[src/run_permit_pkg.sv]
// package: register map, field layout, reset values, timing and state codes of the run-permit block
package run_permit_pkg;

  // ----------------------------------------------------------------
  // timing
  // ----------------------------------------------------------------
  localparam int unsigned CLK_PERIOD_NS = 50;            // core_clk at 20 mhz
  localparam int unsigned TICK_TIME_NS = 100_000_000;    // delay settings count 0.1 s steps
  localparam int unsigned TICK_CYCLES = TICK_TIME_NS / CLK_PERIOD_NS;
  localparam logic [15:0] DELAY_MAX = 16'h8ca0;          // 3600.0 s in 0.1 s steps

  // ----------------------------------------------------------------
  // register offsets (byte addresses)
  // ----------------------------------------------------------------
  localparam logic [7:0] CTRL_OFS = 8'h00;
  localparam logic [7:0] WAKE_OFS = 8'h04;
  localparam logic [7:0] RWAIT_OFS = 8'h08;
  localparam logic [7:0] LOWER_OFS = 8'h0c;
  localparam logic [7:0] STATUS_OFS = 8'h10;

  // ----------------------------------------------------------------
  // control and status field positions and reset values
  // ----------------------------------------------------------------
  localparam int unsigned PROTECT_BIT = 0;
  localparam int unsigned ACTION_LSB = 1;
  localparam int unsigned RESTART_BIT = 3;
  localparam int unsigned INIT_DONE_BIT = 4;
  localparam int unsigned STAT_TERM_BIT = 8;
  localparam int unsigned STAT_CNT_LSB = 16;
  localparam logic PROTECT_RST = 1'b0;
  localparam logic [1:0] ACTION_RST = 2'h0;
  localparam logic RESTART_RST = 1'b0;
  localparam logic [15:0] WAKE_RST = 16'h0000;            // 0.0 s
  localparam logic [15:0] RWAIT_RST = 16'h000a;           // 1.0 s
  localparam logic [15:0] LOWER_RST = 16'h0000;

  // lower-limit action codes
  localparam logic [1:0] ACT_CLAMP = 2'h0;
  localparam logic [1:0] ACT_STOP = 2'h1;
  localparam logic [1:0] ACT_SLEEP = 2'h2;

  // ----------------------------------------------------------------
  // types
  // ----------------------------------------------------------------
  typedef enum logic [6:0] {
    ST_INIT = 7'b0000001,
    ST_IDLE = 7'b0000010,
    ST_PROTECT = 7'b0000100,
    ST_RWAIT = 7'b0001000,
    ST_RUN = 7'b0010000,
    ST_HALT = 7'b0100000,
    ST_SLEEP = 7'b1000000
  } run_state_t;

  typedef struct packed {
    logic psel;
    logic penable;
    logic pwrite;
    logic [7:0] paddr;
    logic [31:0] pwdata;
  } apb_req_t;

  typedef struct packed {
    logic init_done;
    logic power_cut_restart_sel;
    logic [1:0] below_lower_limit_action_sel;
    logic power_on_terminal_protect_sel;
  } cfg_t;

endpackage : run_permit_pkg

[src/run_permit_sleep_wake_control.sv]
// run-permission, lower-limit sleep/stop and power-cut restart controller with apb registers
//
// Decided for this implementation: the address map and the APB interface to the registers.

module run_permit_sleep_wake_control #(
  parameter int unsigned TICK_LEN = run_permit_pkg::TICK_CYCLES  // cycles per 0.1 s step
) (
  input wire logic core_clk,                        // system clock, 20 mhz
  input wire logic reset,                           // async reset, active high
  input wire run_permit_pkg::apb_req_t apb_req,     // apb request from master
  output logic [31:0] prdata,                       // apb read data
  output logic pready,                              // apb ready
  output logic pslverr,                             // apb error, unmapped or read-only
  input wire logic run_term,                        // run command terminal, high = run
  input wire logic power_cut_run,                   // drive was running when power was cut
  input wire logic [15:0] set_freq,                 // set frequency, 0.01 hz
  input wire logic [15:0] run_freq,                 // running frequency, 0.01 hz
  output logic drive_run,                           // drive permitted to run
  output logic clamp_active,                        // running held at lower limit
  output logic coast_stop,                          // coasting after stop action
  output logic sleep_active,                        // asleep after sleep action
  output logic protect_active                       // power-on run protection held
);
  import run_permit_pkg::*;

  // ----------------------------------------------------------------
  // helpers
  // ----------------------------------------------------------------
  function automatic logic [15:0] clamp_delay(input logic [31:0] wd);
    clamp_delay = (wd[15:0] > DELAY_MAX || wd[31:16] != 16'h0000) ? DELAY_MAX : wd[15:0];
  endfunction : clamp_delay

  function automatic logic freq_above(input logic [15:0] f, input logic [15:0] lim);
    freq_above = f > lim;
  endfunction : freq_above

  // ----------------------------------------------------------------
  // register group
  // ----------------------------------------------------------------
  cfg_t cfg_r, cfg_nxt;
  logic [15:0] wake_r, wake_nxt;
  logic [15:0] rwait_r, rwait_nxt;
  logic [15:0] lower_r, lower_nxt;
  logic [31:0] prdata_r, prdata_nxt;
  logic pready_r, pready_nxt;
  logic pslverr_r, pslverr_nxt;
  run_state_t state_r, state_nxt;
  logic [15:0] dly_r, dly_nxt;
  logic [31:0] div_r, div_nxt;
  logic term_pw_r, term_pw_nxt;
  logic access, mapped, ro_hit;

  assign access = apb_req.psel && apb_req.penable && pready_r;
  assign ro_hit = apb_req.paddr == STATUS_OFS;
  assign mapped = apb_req.paddr == CTRL_OFS || apb_req.paddr == WAKE_OFS ||
                  apb_req.paddr == RWAIT_OFS || apb_req.paddr == LOWER_OFS || ro_hit;

  // bus slave: answer one cycle after setup, writes land at the access edge
  always_comb
  begin
    cfg_nxt = cfg_r;
    wake_nxt = wake_r;
    rwait_nxt = rwait_r;
    lower_nxt = lower_r;
    prdata_nxt = prdata_r;
    pslverr_nxt = pslverr_r;
    pready_nxt = apb_req.psel && !apb_req.penable;
    if (apb_req.psel && !apb_req.penable)
    begin
      pslverr_nxt = !mapped || (apb_req.pwrite && ro_hit);
      prdata_nxt = 32'h0000_0000;
      if (!apb_req.pwrite)
      begin
        case (apb_req.paddr)
          CTRL_OFS: prdata_nxt = {27'h0000000, cfg_r};
          WAKE_OFS: prdata_nxt = {16'h0000, wake_r};
          RWAIT_OFS: prdata_nxt = {16'h0000, rwait_r};
          LOWER_OFS: prdata_nxt = {16'h0000, lower_r};
          STATUS_OFS: prdata_nxt = {dly_r, 7'h00, term_pw_r, 1'b0, state_r};
          default: prdata_nxt = 32'h0000_0000;
        endcase
      end
    end
    if (access && apb_req.pwrite)
    begin
      case (apb_req.paddr)
        CTRL_OFS:
        begin
          cfg_nxt.power_on_terminal_protect_sel = apb_req.pwdata[PROTECT_BIT];
          cfg_nxt.power_cut_restart_sel = apb_req.pwdata[RESTART_BIT];
          // code 3 is undefined, so such a write keeps the old action
          if (apb_req.pwdata[ACTION_LSB +: 2] != 2'h3)
            cfg_nxt.below_lower_limit_action_sel = apb_req.pwdata[ACTION_LSB +: 2];
          // init_done only sets; power-up ends once
          cfg_nxt.init_done = cfg_r.init_done | apb_req.pwdata[INIT_DONE_BIT];
        end
        WAKE_OFS: wake_nxt = clamp_delay(apb_req.pwdata);
        RWAIT_OFS: rwait_nxt = clamp_delay(apb_req.pwdata);
        LOWER_OFS: lower_nxt = apb_req.pwdata[15:0];
        default: lower_nxt = lower_r;
      endcase
    end
  end

  always_ff @(posedge core_clk or posedge reset)
  begin
    if (reset)
    begin
      cfg_r <= '{init_done: 1'b0, power_cut_restart_sel: RESTART_RST,
                 below_lower_limit_action_sel: ACTION_RST,
                 power_on_terminal_protect_sel: PROTECT_RST};
      wake_r <= WAKE_RST;
      rwait_r <= RWAIT_RST;
      lower_r <= LOWER_RST;
      prdata_r <= 32'h0000_0000;
      pready_r <= 1'b0;
      pslverr_r <= 1'b0;
    end
    else
    begin
      cfg_r <= cfg_nxt;
      wake_r <= wake_nxt;
      rwait_r <= rwait_nxt;
      lower_r <= lower_nxt;
      prdata_r <= prdata_nxt;
      pready_r <= pready_nxt;
      pslverr_r <= pslverr_nxt;
    end
  end

  // ----------------------------------------------------------------
  // run control state machine
  // ----------------------------------------------------------------
  logic tick, set_above, set_below, run_below, restart_go, start_ok, wake_due;
  logic clamp_nxt, run_nxt, coast_nxt, sleep_nxt, prot_nxt;
  logic drive_run_r, clamp_r, coast_r, sleep_r, prot_r;

  assign tick = div_r == TICK_LEN - 1;
  assign set_above = freq_above(set_freq, lower_r);
  assign set_below = freq_above(lower_r, set_freq);
  assign run_below = freq_above(lower_r, run_freq);
  assign restart_go = cfg_r.power_cut_restart_sel && power_cut_run;
  assign start_ok = !set_below || cfg_r.below_lower_limit_action_sel == ACT_CLAMP;
  assign wake_due = dly_r >= wake_r;

  // a divider restarted on every state change keeps each delay to within one tick
  always_comb
  begin
    state_nxt = state_r;
    dly_nxt = dly_r;
    div_nxt = tick ? 32'h0000_0000 : div_r + 32'h0000_0001;
    term_pw_nxt = term_pw_r;
    case (state_r)
      ST_INIT:
      begin
        term_pw_nxt = run_term;
        if (cfg_r.init_done)
        begin
          if (restart_go)
            state_nxt = ST_RWAIT;
          else if (term_pw_r && cfg_r.power_on_terminal_protect_sel)
            state_nxt = ST_RUN;
          else if (term_pw_r)
            state_nxt = ST_PROTECT;
          else
            state_nxt = ST_IDLE;
        end
      end
      ST_IDLE:
        if (run_term && start_ok)
          state_nxt = ST_RUN;
      ST_PROTECT:
        if (!run_term)
          state_nxt = ST_IDLE;
      ST_RWAIT:
        if (dly_r >= rwait_r)
          state_nxt = start_ok ? ST_RUN : ST_IDLE;
        else if (tick)
          dly_nxt = dly_r + 16'h0001;
      ST_RUN:
        if (!run_term)
          state_nxt = ST_IDLE;
        else if (cfg_r.below_lower_limit_action_sel == ACT_STOP && set_below)
          state_nxt = ST_HALT;
        else if (cfg_r.below_lower_limit_action_sel == ACT_SLEEP && run_below)
          state_nxt = ST_SLEEP;
      ST_HALT, ST_SLEEP:
        if (!run_term)
          state_nxt = ST_IDLE;
        else if (!set_above)
        begin
          dly_nxt = 16'h0000;
          div_nxt = 32'h0000_0000;
        end
        else if (wake_due)
          state_nxt = ST_RUN;
        else if (tick)
          dly_nxt = dly_r + 16'h0001;
      default:
        state_nxt = ST_INIT;
    endcase
    if (state_nxt != state_r)
    begin
      dly_nxt = 16'h0000;
      div_nxt = 32'h0000_0000;
    end
    run_nxt = state_nxt == ST_RUN;
    clamp_nxt = run_nxt && cfg_r.below_lower_limit_action_sel == ACT_CLAMP && set_below;
    coast_nxt = state_nxt == ST_HALT;
    sleep_nxt = state_nxt == ST_SLEEP;
    prot_nxt = state_nxt == ST_PROTECT;
  end

  always_ff @(posedge core_clk or posedge reset)
  begin
    if (reset)
    begin
      state_r <= ST_INIT;
      dly_r <= 16'h0000;
      div_r <= 32'h0000_0000;
      term_pw_r <= 1'b0;
      drive_run_r <= 1'b0;
      clamp_r <= 1'b0;
      coast_r <= 1'b0;
      sleep_r <= 1'b0;
      prot_r <= 1'b0;
    end
    else
    begin
      state_r <= state_nxt;
      dly_r <= dly_nxt;
      div_r <= div_nxt;
      term_pw_r <= term_pw_nxt;
      drive_run_r <= run_nxt;
      clamp_r <= clamp_nxt;
      coast_r <= coast_nxt;
      sleep_r <= sleep_nxt;
      prot_r <= prot_nxt;
    end
  end

  assign prdata = prdata_r;
  assign pready = pready_r;
  assign pslverr = pslverr_r;
  assign drive_run = drive_run_r;
  assign clamp_active = clamp_r;
  assign coast_stop = coast_r;
  assign sleep_active = sleep_r;
  assign protect_active = prot_r;
endmodule : run_permit_sleep_wake_control

[config.mk]
export PLATFORM = sky130hd
export DESIGN_NAME = run_permit_sleep_wake_control
export DESIGN_NICKNAME = d
export VERILOG_FILES = /design/src/run_permit_pkg.sv /design/src/run_permit_sleep_wake_control.sv
export SDC_FILE = /design/constraint.sdc
export NUM_CORES = 1
export LEC_CHECK = 0
export BUFFER_PORTS_ARGS = -buffer_cell sky130_fd_sc_hd__buf_4
export CORE_MARGIN = 8
export CORE_UTILIZATION = 55
export CTS_BUF_LIST = sky130_fd_sc_hd__clkbuf_4 sky130_fd_sc_hd__clkbuf_8 sky130_fd_sc_hd__clkbuf_16
export CTS_CLUSTER_SIZE = 12
export DETAILED_ROUTE_END_ITERATION = 8
export HOLD_SLACK_MARGIN = 0.1
export PLACE_DENSITY = 0.77
export SLEW_MARGIN = 20
export SYNTH_ARGS = -nofsm -noshare
export SYNTH_HDL_FRONTEND = slang
export SYNTH_SLANG_ARGS = --single-unit
[constraint.sdc]
create_clock -name core_clk -period 12.63 [get_ports core_clk]
set_clock_uncertainty 0.15 [all_clocks]
set_input_delay 2.526 -clock core_clk [delete_from_list [all_inputs] [get_ports core_clk]]
set_output_delay 2.526 -clock core_clk [all_outputs]
set_load 0.05 [all_outputs]
=== Yosys cells after proc, flatten, opt, wreduce, memory -nomap -nowiden ===
Index checks and enable logic that the tools add are counted.

* Register bits after elaboration: 148
* Logic and storage cells: 114
* Bits of input ports: 79

* $lt $le $gt $ge: 6
* Muxes and demuxes: 30
* Reduce and logical (&&, ||, !) cells: 33
* Eq/ne operators: 23
* $add $sub $neg: 2
* Bitwise gates (word level): 1

{| class="wikitable"
|+ Operators with widths
! kind !! number
|-
| $mux 32 || 6
|-
| $pmux 32 s5 || 1
|-
| $mux 16 || 7
|-
| $mux 7 || 10
|-
| $gt 16x16->1 || 3
|-
| $pmux 7 s6 || 1
|-
| $add 32x1->32 const B || 1
|-
| $eq 32x21->1 const B || 1
|-
| $ge 16x16->1 || 2
|-
| $pmux 16 s2 || 1
|-
| $add 16x1->16 const B || 1
|-
| $eq 8x4->1 const B || 2
|-
| $gt 16x16->1 const B || 1
|-
| $reduce_bool 16->1 || 1
|-
| $mux 5 || 3
|-
| $eq 7x3->1 const B || 2
|-
| $eq 7x5->1 const B || 2
|-
| $eq 7x6->1 const B || 2
|-
| $eq 7x7->1 const B || 2
|-
| $logic_and 1x1->1 || 12
|-
| $eq 8x3->1 const B || 1
|-
| $eq 8x5->1 const B || 1
|-
| $logic_not 8->1 || 1
|-
| $reduce_and 2->1 || 4
|-
| 18 further kinds || 27
|}

=== Logic depth before layout (Yosys ltp) ===
Gate-level depths: netlist (run 1).

* Depth after elaboration: 9
* Mapped depth: 12
* Gate-level depth less buffers: 10

=== Worst setup path before layout (run 1) ===
OpenSTA, ideal clock, no wires.

* Kind: input to register
* Start point: input port set_freq[15]
* End point: register div_r[11]
* Required time: 12400 ps
* Path slack: 7692 ps
* Data arrival time: 4707 ps
* Setup time: 80 ps
* Cell stages on the path: 11
* Cells stage by stage: inv_1 -> ha_1 -> nand4_1 -> a2111o_1 -> nand3_2 -> nand3_1 -> a222oi_1 -> nand4_1 -> buf_2 -> buf_6 -> nor3_2

* Word-level cells in the longest chain between the ends: 8

{| class="wikitable"
|+ RTL lines
! what !! RTL line !! text
|-
| from (decl) || run_permit_sleep_wake_control.sv:16 || <nowiki>input wire logic [15:0] set_freq,</nowiki>
|-
| $gt 16x16->1 || run_permit_sleep_wake_control.sv:34 || <nowiki>freq_above = f > lim;</nowiki>
|-
| $logic_not 1->1 || run_permit_sleep_wake_control.sv:143 || <nowiki>assign start_ok = !set_below || cfg_r.below_lower_limit_action_sel == ACT_CLAMP;</nowiki>
|-
| $logic_or 1x1->1 || run_permit_sleep_wake_control.sv:143 ||
|-
| $mux 5 / $logic_and 1x1->1 (equally long branches) || run_permit_sleep_wake_control.sv:177, run_permit_sleep_wake_control.sv:170 ||
|-
| $mux 7, on equally long branches || run_permit_sleep_wake_control.sv:176, run_permit_sleep_wake_control.sv:170 ||
|-
| $pmux 7 s6 || run_permit_sleep_wake_control.sv:153 || <nowiki>case (state_r)</nowiki>
|-
| $ne 7x7->1 || run_permit_sleep_wake_control.sv:202 || <nowiki>if (state_nxt != state_r)</nowiki>
|-
| $mux 32 (*) || run_permit_sleep_wake_control.sv:202 ||
|-
| via div_nxt[11] || run_permit_sleep_wake_control.sv:49 || <nowiki>logic [31:0] div_r, div_nxt;</nowiki>
|-
| to (signal assigned) || run_permit_sleep_wake_control.sv:232 || <nowiki>div_r <= div_nxt;</nowiki>
|-
| to (decl) || run_permit_sleep_wake_control.sv:49 ||
|}

The timed path passes the listed nets; every way through them passes the cells marked *.
A chain may end at the register's enable or synchronous reset.

=== Worst setup path in the final report (run 1) ===
* Start point: input port set_freq[15]
* End point: register dly_r[14]

* Word-level cells in the longest chain between the ends: 9

{| class="wikitable"
|+ RTL lines
! what !! RTL line !! text
|-
| $gt 16x16->1 || run_permit_sleep_wake_control.sv:34 ||
|-
| $logic_not 1->1 || run_permit_sleep_wake_control.sv:143 ||
|-
| $logic_or 1x1->1 || run_permit_sleep_wake_control.sv:143 ||
|-
| $mux 5 / $logic_and 1x1->1 (equally long branches) || run_permit_sleep_wake_control.sv:177, run_permit_sleep_wake_control.sv:170 ||
|-
| $mux 7, on equally long branches || run_permit_sleep_wake_control.sv:176, run_permit_sleep_wake_control.sv:170 ||
|-
| $pmux 7 s6 || run_permit_sleep_wake_control.sv:153 ||
|-
| $ne 7x7->1 || run_permit_sleep_wake_control.sv:202 ||
|-
| $ne 4x4->1 (no source line) (tied with other cells) || n/a ||
|-
| $reduce_and 4->1 (no source line) || n/a ||
|-
| to (signal assigned) || run_permit_sleep_wake_control.sv:231 || <nowiki>dly_r <= dly_nxt;</nowiki>
|-
| to (decl) || run_permit_sleep_wake_control.sv:48 || <nowiki>logic [15:0] dly_r, dly_nxt;</nowiki>
|}

Several ways; a longest one is shown, not always the timed one. The select of a mux whose other input is x is not followed.

==> results of run 1 <==
[metal layers]
metal  GRT usage (%)  vias up
li1                -     3543
met1            31.4     3530
met2            36.1      255
met3            4.39       45
met4            9.04        0
met5               0        -
[worst max-delay path, delay by kind of cell]
family,cells,cell delay (ns)
simple gates,2,0.79
fa+ha+maj,1,0.30
buf+inv,2,0.11
compound gates,4,1.81
[power breakdown]
| part | leakage, nW | total (W) | internal [W] | switching (W) |
|---|---|---|---|---|
| sequential | 2.04 | 0.000499 | 0.000487 | 0.0000118 |
| combinational | 2.59 | 0.000101 | 0.0000416 | 0.0000592 |
| clock | 0.260 | 0.000477 | 0.000258 | 0.000218 |
[path summary, 6_finish.rpt]
path	startpoint	end	slack, ns	depth (start not counted)
min in group asynchronous	reset	div_r[21]	2.14	2
worst min register to register	div_r[0]	div_r[0]	0.32	1
worst min-delay path	div_r[0]	div_r[0]	0.32	1
worst max register to register	dly_r[13]	dly_r[14]	8.83	9
worst max-delay path	set_freq[15]	dly_r[14]	7.28	9
max in group asynchronous	reset	lower_r[10]	9.01	3
[cell usage after synthesis, drive strengths merged, types with 2 or more instances]
cell type,count,area share [%]
o21ai,80,4.6
nor3,34,3.2
nand3,26,1.6
a211oi,17,1.5
nand2,113,4.9
a41oi,3,0.30
a22o,22,2.2
and4,5,0.50
and2,5,0.36
nor2,30,1.3
o41ai,4,0.40
or2,2,0.14
xnor2,10,1.0
inv,73,3.1
dfrtp,145,42
or4,10,0.86
nand4,17,1.2
nand2b,4,0.29
a222oi,4,0.46
a21oi,31,1.8
xor2,23,2.3
and4b,2,0.23
ha,66,9.5
a21boi,3,0.30
and3,16,1.1
o211ai,6,0.52
nor2b,14,1.0
buf,16,1.2
dfstp,3,0.90
or3,10,0.72
o21a,3,0.26
mux2,20,2.6
o2111ai,2,0.27
a22oi,18,1.5
clkbuf,25,1.1
a31oi,3,0.22
nor4,21,1.7
nor4b,3,0.44
o31ai,8,0.69
a21o,4,0.34
[cells by family (layout without fill, tap and decap cells)]
| group | after synthesis | after routing | synth area share, % |
|---|---|---|---|
| adders and majority gates | 67 | 67 | 9.58 |
| DFF | 148 | 148 | 42.5 |
| buffers and inverters | 114 | 227 | 5.38 |
| and+or+nand+nor | 317 | 317 | 20.1 |
| AOI/OAI and AO/OA | 218 | 218 | 16.4 |
| muxes | 21 | 21 | 2.70 |
| xor gates and xnor gates | 33 | 33 | 3.31 |
[layout make-up]
| cell class | instances | area (um2) | share of cell area [%] |
|---|---|---|---|
| timing repair buffer | 122 | 916 | 8.91 |
| multi-input combinational | 656 | 4560 | 44.4 |
| sequential | 148 | 3710 | 36.1 |
| tap | 216 | 270 | 2.63 |
| inverter | 73 | 279 | 2.71 |
| clock inverter | 14 | 116 | 1.13 |
| clock buffer | 18 | 433 | 4.21 |
[stage by stage]
step / setup WS, ns / util [%] / power [W]
floorplan: 5.98 / - / 0.000569
global placement: 7.02 / 62.0 / 0.000605
detailed placement: 6.93 / 62.0 / 0.000608
CTS: 7.37 / 65.4 / 0.00108
global route: 7.12 / 65.4 / 0.00111
finish: 7.28 / 65.4 / 0.00108
[registers in the layout, indices dropped and copies added (netlist names)]
| name | count |
|---|---|
| rwait_r | 16 |
| coast_stop | 1 |
| lower_r | 16 |
| div_r | 32 |
| dly_r | 16 |
| sleep_active | 1 |
| term_pw_r | 1 |
| wake_r | 16 |
| protect_active | 1 |
| prdata | 32 |
| cfg_r | 5 |
| drive_run | 1 |
| pready | 1 |
| pslverr | 1 |
| clamp_active | 1 |
| state_r | 7 |
==> flow_summary.json, run 1 <==
{
  "clock_sinks": 148,
  "cp_slowest_cell": "a41oi_1",
  "root_buffer": "clkbuf_16",
  "fmax_mhz": 187,
  "clk_pin_slew_ns": 0.07,
  "grt_pass1_wl_um": 36900,
  "first_pass_iters": 5,
  "vias_per_cell": 5.91,
  "ys_types": 72,
  "dp_hpwl_um": 16700,
  "synth-seq-cells": 148,
  "clk-insertion-delay-late_ns": 0.43,
  "wl_met1_um": 10200,
  "ys.flop_type": "dfrtp_1",
  "final_cells": 1247,
  "grt_max_degree": 102,
  "crit_required_ns": 12.82,
  "whs_ns": 0.317,
  "critPathArrivalTime_ns": 5.54,
  "cp_max_fo": 13,
  "post_cts_buffers": 0,
  "drv_slew": 0,
  "place.gp.congestion": 0.911,
  "cts_buffers": 17,
  "synth_warnings": 0,
  "cp-end-kind": "register",
  "avgSynthCellArea_um2": 9.50,
  "synth_area_um2": 8720,
  "clock_path_buffers": 2,
  "nets": 1163,
  "setup-violations-final": 0,
  "postLayoutCellArea_um2": 10300,
  "drcViolationCount": 0,
  "status": "finished, final reports clean",
  "grt_setup_unrepaired": "no",
  "max-slew-margin-rel_pct": 34.4,
  "fillers": 1311,
  "core_um2": 15700,
  "tightestPinTransition_ns": 0.984,
  "power.leakage_nw": 4.89,
  "min_period_ns": 5.35,
  "vias": 7373,
  "die_area_um2": 20100,
  "synth_edf_count": 0,
  "drive_gt1_share_pct": 21.0,
  "met2WireLength_um": 10400,
  "worstSetupStartpointType": "input pin",
  "antenna_found_initial": 0,
  "avgRoutedWirePerCell_um": 18.1,
  "maxCapViolations": 0,
  "post_cts_resized": 0,
  "cts_hold_buf": 0,
  "critical_path_class": "in2reg",
  "grt_pass1_vias": 7227,
  "drt_iter0_markers": 672,
  "synth_nets": 1063,
  "yosysSeqAreaShare_pct": 42.5,
  "die_h_um": 142,
  "cts_tree": "done",
  "portBuffers": 117,
  "synthCells": 918,
  "layout_worst_path_cycle_share_pct": 42.3,
  "num_rows": 46,
  "power.density_nw_per_um2": 105,
  "dp.cells": 1215,
  "layout_commonest_cell": "dfrtp_1",
  "hold_viol": 0,
  "area_growth_pct": 17.9,
  "grt-ovfl-total": 0,
  "start_util_pct": 55.5,
  "cts_max_level": 4,
  "antenna_left": 0,
  "async_reset_ff_share_pct": 100,
  "hold_class": "reg2reg",
  "postRouteWirelength_um": 22500,
  "tns_ns": 0,
  "critPathMaxStageDelay_ns": 0.63,
  "die_width_um": 142,
  "io_pins": 118,
  "place_area_um2": 9730,
  "peakVddDrop_mv": 0.0948,
  "wl_met3_um": 1490,
  "track_usage_pct": 23.2,
  "maxUsedRoutingLayer": "met4",
  "cp_cell_sequence": "buf_4 -> inv_1 -> ha_1 -> nand4_1 -> a2111o_1 -> a41oi_1 -> o211ai_1 -> or4_1 -> a211oi_1",
  "num_antenna_cells": 0,
  "final_cell_mix": "dfrtp_1, buf_4, nand2_1, o21ai_0, inv_1"
}
No activity file was read; power rests on OpenSTA's default activity.
==> inputs of run 2 (changes only) <==
==> constraint.sdc (replaced) <==
create_clock -name core_clk -period 5 [get_ports core_clk]
set_clock_uncertainty 0.15 [all_clocks]
set_input_delay 1 -clock core_clk [delete_from_list [all_inputs] [get_ports core_clk]]
set_output_delay 1 -clock core_clk [all_outputs]
set_load 0.05 [all_outputs]
==> flow_summary.json, run 2 (synthesis results as in run 1) <==
{
  "layout_commonest_cell": "dfrtp_1",
  "place.gp.congestion": 0.910,
  "critPathArrivalTime_ns": 4.05,
  "grt_pass1_vias": 7317,
  "fmax_mhz": 253,
  "post_cts_resized": 0,
  "power.total_w": 0.00297,
  "reg2regPathDepth": 10,
  "num_rows": 46,
  "dp_hpwl_um": 16700,
  "track_usage_pct": 23.0,
  "vias_per_cell": 5.84,
  "hold_viol": 0,
  "die_h_um": 142,
  "postRouteWirelength_um": 22300,
  "min_period_ns": 3.95,
  "power.leakage_nw": 4.96,
  "clock_path_buffers": 2,
  "tightestPinTransition_ns": 0.936,
  "critPathMaxStageDelay_ns": 0.74,
  "grt-ovfl-total": 0,
  "antenna_left": 0,
  "start_util_pct": 55.5,
  "setup-violations-final": 0,
  "cts_max_level": 4,
  "clk_pin_slew_ns": 0.06,
  "critPathLaunch": "run_freq[15]",
  "root_buffer": "clkbuf_16",
  "reg2reg_to": "div_r[5]",
  "nets": 1165,
  "r2r_slack_ns": 1.23,
  "max-slew-margin-rel_pct": 37.4,
  "core_um2": 15700,
  "drive_gt1_share_pct": 21.2,
  "avgRoutedWirePerCell_um": 17.9,
  "drv_slew": 0,
  "vias": 7300,
  "cp.buffers_inverters": 3,
  "antenna_found_initial": 0,
  "first_pass_iters": 6,
  "cp.depth": 12,
  "status": "finished, final reports clean",
  "cp_max_fo": 48,
  "r2r_start": "lower_r[15]",
  "area_growth_pct": 19.6,
  "path_common_cell": "nor4_1",
  "post_cts_buffers": 0,
  "cp-end-kind": "register",
  "cp_slowest_cell": "nor4_1",
  "die_width_um": 142,
  "peakVddDrop_mv": 0.246,
  "layout_worst_path_cycle_share_pct": 79.1,
  "grt_max_degree": 106,
  "die_area_um2": 20100,
  "critical_path_class": "in2reg",
  "maxCapViolations": 0,
  "clock_sinks": 148,
  "cts_tree": "done",
  "final_cell_mix": "dfrtp_1, buf_4, nand2_1, o21ai_0, inv_1",
  "hold_class": "reg2reg",
  "final_cells": 1249,
  "grt_setup_unrepaired": "no",
  "cp_cell_sequence": "buf_4 -> inv_1 -> ha_1 -> nand4_1 -> or3_1 -> a211oi_1 -> nor4_1 -> nor4_1 -> a311oi_1 -> nand4_1 -> buf_4 -> nor4_1",
  "crit_required_ns": 5.09,
  "portBuffers": 117,
  "num_antenna_cells": 0,
  "drcViolationCount": 0,
  "cts_buffers": 17,
  "power.density_nw_per_um2": 285,
  "cp_top_family": "simple AND/OR/NAND/NOR gates",
  "drt_iter0_markers": 601,
  "cts_hold_buf": 0,
  "grt_pass1_wl_um": 36800,
  "whs_ns": 0.325,
  "crit_end": "div_r[5]",
  "io_pins": 118,
  "tns_ns": 0,
  "worstSetupStartpointType": "input pin",
  "clk-insertion-delay-late_ns": 0.42,
  "dp.cells": 1217
}
[run 2: changes by cell type in the layout (fill, tap and decap cells not counted), sizes merged]
| cell | previous run | this run |
|---|---|---|
| clkinv | 2 | 3 |
| bufinv | 0 | 6 |
| clkbuf | 18 | 19 |
| inv | 81 | 73 |
| buf | 122 | 124 |
[run 2: how the worst min path moves through the flow]
stage | from | end | slack (ns) | cells past startpoint
2_1_floorplan | div_r[0] | div_r[0] | 0.28 | 1
3_3_place_gp | div_r[0] | div_r[0] | 0.30 | 1
3_5_place_dp | div_r[0] | div_r[0] | 0.31 | 1
4_1_cts | prdata[5] | prdata[5] | 0.33 | 1
5_1_grt | div_r[0] | div_r[0] | 0.34 | 1
6_report | prdata[5] | prdata[5] | 0.33 | 1
[run 2: worst reg2reg max path, stage by stage (launching register included)]
cell      delay [ns]
dfrtp_1         0.46
ha_1            0.34
nand4_1         0.13
or3_1           0.45
a211oi_1        0.22
nor4_1          0.11
nor4_1          0.74
a311oi_1        0.13
nand4_1         0.13
buf_4           0.52
nor4_1          0.20
[run 2: metal layers]
layer,global-route usage [%],routed length (um),part of all wire (%),vias to the layer above
met3,4.90,1440,6.4,44
met1,30.4,10100,45,3470
met4,8.71,536,2.4,0
li1,-,-,-,3540
met2,36.3,10300,46,246
met5,0,0,0,-
[run 2: area by class of cell]
| class | count | area [um2] |
|---|---|---|
| Inverter | 73 | 278 |
| Clock buffer | 19 | 440 |
| Fill cell | 1262 | 5280 |
| Tap cell | 216 | 270 |
| Multi-Input combinational cell | 656 | 4560 |
| Timing Repair Buffer | 124 | 943 |
| Clock inverter | 13 | 230 |
| Sequential cell | 148 | 3710 |
[run 2: metrics by stage]
stage / cell area [um2] / util, % / setup slack, ns
after floorplan: 8730 / - / 1.59
after global placement: 9760 / 62.1 / 0.851
after detailed placement: 9760 / 62.1 / 0.736
after CTS: 10400 / 66.4 / 1.14
after global routing: 10400 / 66.4 / 0.925
final: 10400 / 66.4 / 1.05
[run 2: power by group]
part	leakage [nW]	switching, W	internal [W]
combinational	2.60	0.000151	0.000107
clock	0.320	0.000506	0.000947
sequential	2.04	0.0000312	0.00123
==> inputs of run 3 (changes only) <==
--- a/config.mk
+++ b/config.mk
@@ -5,14 +5,15 @@
 export SDC_FILE = /design/constraint.sdc
 export NUM_CORES = 1
 export LEC_CHECK = 0
+export ABC_AREA = 1
 export BUFFER_PORTS_ARGS = -buffer_cell sky130_fd_sc_hd__buf_4
 export CORE_MARGIN = 8
-export CORE_UTILIZATION = 55
+export CORE_UTILIZATION = 54
 export CTS_BUF_LIST = sky130_fd_sc_hd__clkbuf_4 sky130_fd_sc_hd__clkbuf_8 sky130_fd_sc_hd__clkbuf_16
 export CTS_CLUSTER_SIZE = 12
 export DETAILED_ROUTE_END_ITERATION = 8
 export HOLD_SLACK_MARGIN = 0.1
-export PLACE_DENSITY = 0.77
+export PLACE_DENSITY = 0.78
 export SLEW_MARGIN = 20
 export SYNTH_ARGS = -nofsm -noshare
 export SYNTH_HDL_FRONTEND = slang
==> constraint.sdc (replaced) <==
create_clock -name core_clk -period 3.3 [get_ports core_clk]
set_clock_uncertainty 0.15 [all_clocks]
set_input_delay 0.66 -clock core_clk [delete_from_list [all_inputs] [get_ports core_clk]]
set_output_delay 0.66 -clock core_clk [all_outputs]
set_load 0.05 [all_outputs]
==> flow_summary.json, run 3 <==
{
  "yosysTopAreaCellShare_pct": 37.7,
  "tns_ns": 0,
  "die_h_um": 149,
  "dp_hpwl_um": 20500,
  "layout_commonest_cell": "nand2_1",
  "num_rows": 49,
  "r2r_start": "dly_r[11]",
  "critical_path_class": "reg2reg",
  "use_met3_pct": 5.05,
  "area_growth_pct": 18.4,
  "peakVddDrop_mv": 0.740,
  "post_cts_buffers": 0,
  "status": "finished, final reports clean",
  "final_cells": 1659,
  "clk_pin_slew_ns": 0.07,
  "worstSetupStartpointType": "register",
  "clock_path_buffers": 2,
  "async_reset_ff_share_pct": 100,
  "synth_nets": 1446,
  "dp.cells": 1627,
  "drcViolationCount": 0,
  "final_cell_mix": "nand2_1, inv_1, dfrtp_1, o21ai_0, buf_4",
  "portBuffers": 117,
  "grt_pass1_vias": 8894,
  "hold_class": "in2async",
  "postRouteWirelength_um": 27100,
  "cts_buffers": 17,
  "grt_util_met1_pct": 31.4,
  "layout_worst_path_cycle_share_pct": 92.8,
  "synth_top_cell_by_area": "dfrtp_1",
  "grt_pass1_wl_um": 44000,
  "io_pins": 118,
  "power.density_nw_per_um2": 402,
  "first_pass_iters": 5,
  "clock_sinks": 148,
  "synthTopCellsByCount": "nand2_1, inv_1, dfrtp_1, o21ai_0, nor2_1",
  "top_usage_layer": "met2",
  "place.gp.congestion": 0.920,
  "drive_gt1_share_pct": 15.3,
  "ys.flop_type": "dfrtp_1",
  "track_usage_pct": 24.6,
  "vias": 9224,
  "synth-xor-area-share_pct": 1.46,
  "grt_setup_unrepaired": "no",
  "die_area_um2": 22300,
  "cts_max_level": 4,
  "drt_iter0_markers": 640,
  "r2r_slack_ns": 0.24,
  "yosys.area_share.simple_pct": 25.1,
  "post_cts_resized": 0,
  "antenna_left": 0,
  "cts_hold_buf": 0,
  "whs_ns": 0.205,
  "clk-insertion-delay-late_ns": 0.44,
  "grt-ovfl-total": 0,
  "avgSynthCellArea_um2": 7.39,
  "synth_compound_area_share_pct": 16.3,
  "ys_types": 48,
  "critPathArrivalTime_ns": 3.27,
  "yosysSeqAreaShare_pct": 38.6,
  "hold_viol": 0,
  "reg2regPathDepth": 12,
  "fmax_mhz": 327,
  "avgRoutedWirePerCell_um": 16.3,
  "grt_max_degree": 84,
  "cts_tree": "done",
  "yosys.area_share.adder_pct": 8.59,
  "drv_slew": 0,
  "start_util_pct": 54.3,
  "synthCells": 1301,
  "synth_area_um2": 9620,
  "synth_warnings": 0,
  "synth-seq-cells": 148,
  "synth_top_family_by_area": "simple AND/OR/NAND/NOR gates",
  "min_period_ns": 3.06,
  "vias_per_cell": 5.56,
  "crit_required_ns": 3.51,
  "die_width_um": 149,
  "root_buffer": "clkbuf_16",
  "cp-end-kind": "register",
  "antenna_found_initial": 0,
  "yosysMostFrequentCell": "nand2_1",
  "cp_max_fo": 48,
  "maxCapViolations": 0,
  "synth_edf_count": 0,
  "synth.area.top_cells": "dfrtp_1, nand2_1, ha_1, inv_1, o21ai_0",
  "use_met2_pct": 41.2,
  "max-slew-margin-rel_pct": 35.2,
  "num_antenna_cells": 0,
  "core_um2": 17700,
  "muxShareOfSynthArea_pct": 0,
  "setup-violations-final": 0,
  "nets": 1562,
  "reg2reg_to": "dly_r[12]",
  "power.leakage_nw": 5.54,
  "fillers": 1560,
  "tightestPinTransition_ns": 0.972
}
[run 3: worst max path at each step]
stage / startpoint / to / slack, ns / depth (start not counted)
after global routing: dly_r[11] / div_r[17] / 0.05 / 12
after detailed placement: set_freq[11] / dly_r[5] / 0.16 / 17
after floorplan: reset / cfg_r[0] / 0.63 / 1
after CTS: dly_r[11] / dly_r[13] / 0.32 / 12
after global placement: set_freq[15] / dly_r[8] / 0.27 / 17
final: dly_r[11] / dly_r[12] / 0.24 / 12
[run 3: metal layers]
layer	wire length [um]	share of wire [%]
met1	11800	43
met2	13200	49
met3	1630	6.0
met4	505	1.9
met5	0	0
[run 3: cells by family after synthesis]
| kind of cell | after synthesis |
|---|---|
| xor gates and xnor gates | 16 |
| buffers and inverters | 246 |
| and+or+nand+nor | 548 |
| DFF | 148 |
| adders and majority gates | 66 |
| AOI/OAI and AO/OA | 277 |
[run 3: area by class of cell]
class                   instances  area [um2]  share of cell area (%)
repair buffers                138        1070                    9.43
clock buffers                  17         425                    3.74
well taps                     229         287                    2.52
inverters                     205         773                    6.79
multi-input cells             907        4950                    43.5
clock inverters                15         168                    1.47
flip-flops and latches        148        3710                    32.6
[run 3: power by group]
part	switching [W]	internal, W
sequential	0.0000379	0.00186
clock	0.000895	0.00108
combinational	0.000488	0.000224
total	0.00142	0.00316
[run 3: worst max-delay path: stages, from the launching register on]
cell and delay, ns:
dfrtp_1 0.50, ha_1 0.37, nand4_1 0.12, nor3_1 0.38, nand3_1 0.17, nand4_1 0.21
nand2_1 0.10, o21ai_0 0.18, nand3_1 0.10, nor2_1 0.14, nand4_1 0.17, buf_12 0.24
nor2_1 0.13
[run 3: stage by stage]
step | util, % | instance area, um2 | setup WS, ns | total power, W
2_1_floorplan | - | 9620 | 0.631 | 0.00242
3_3_place_gp | 60.9 | 10800 | 0.272 | 0.00263
3_5_place_dp | 60.9 | 10800 | 0.161 | 0.00264
4_1_cts | 64.2 | 11400 | 0.320 | 0.00460
5_1_grt | 64.2 | 11400 | 0.0508 | 0.00475
6_report | 64.2 | 11400 | 0.238 | 0.00458
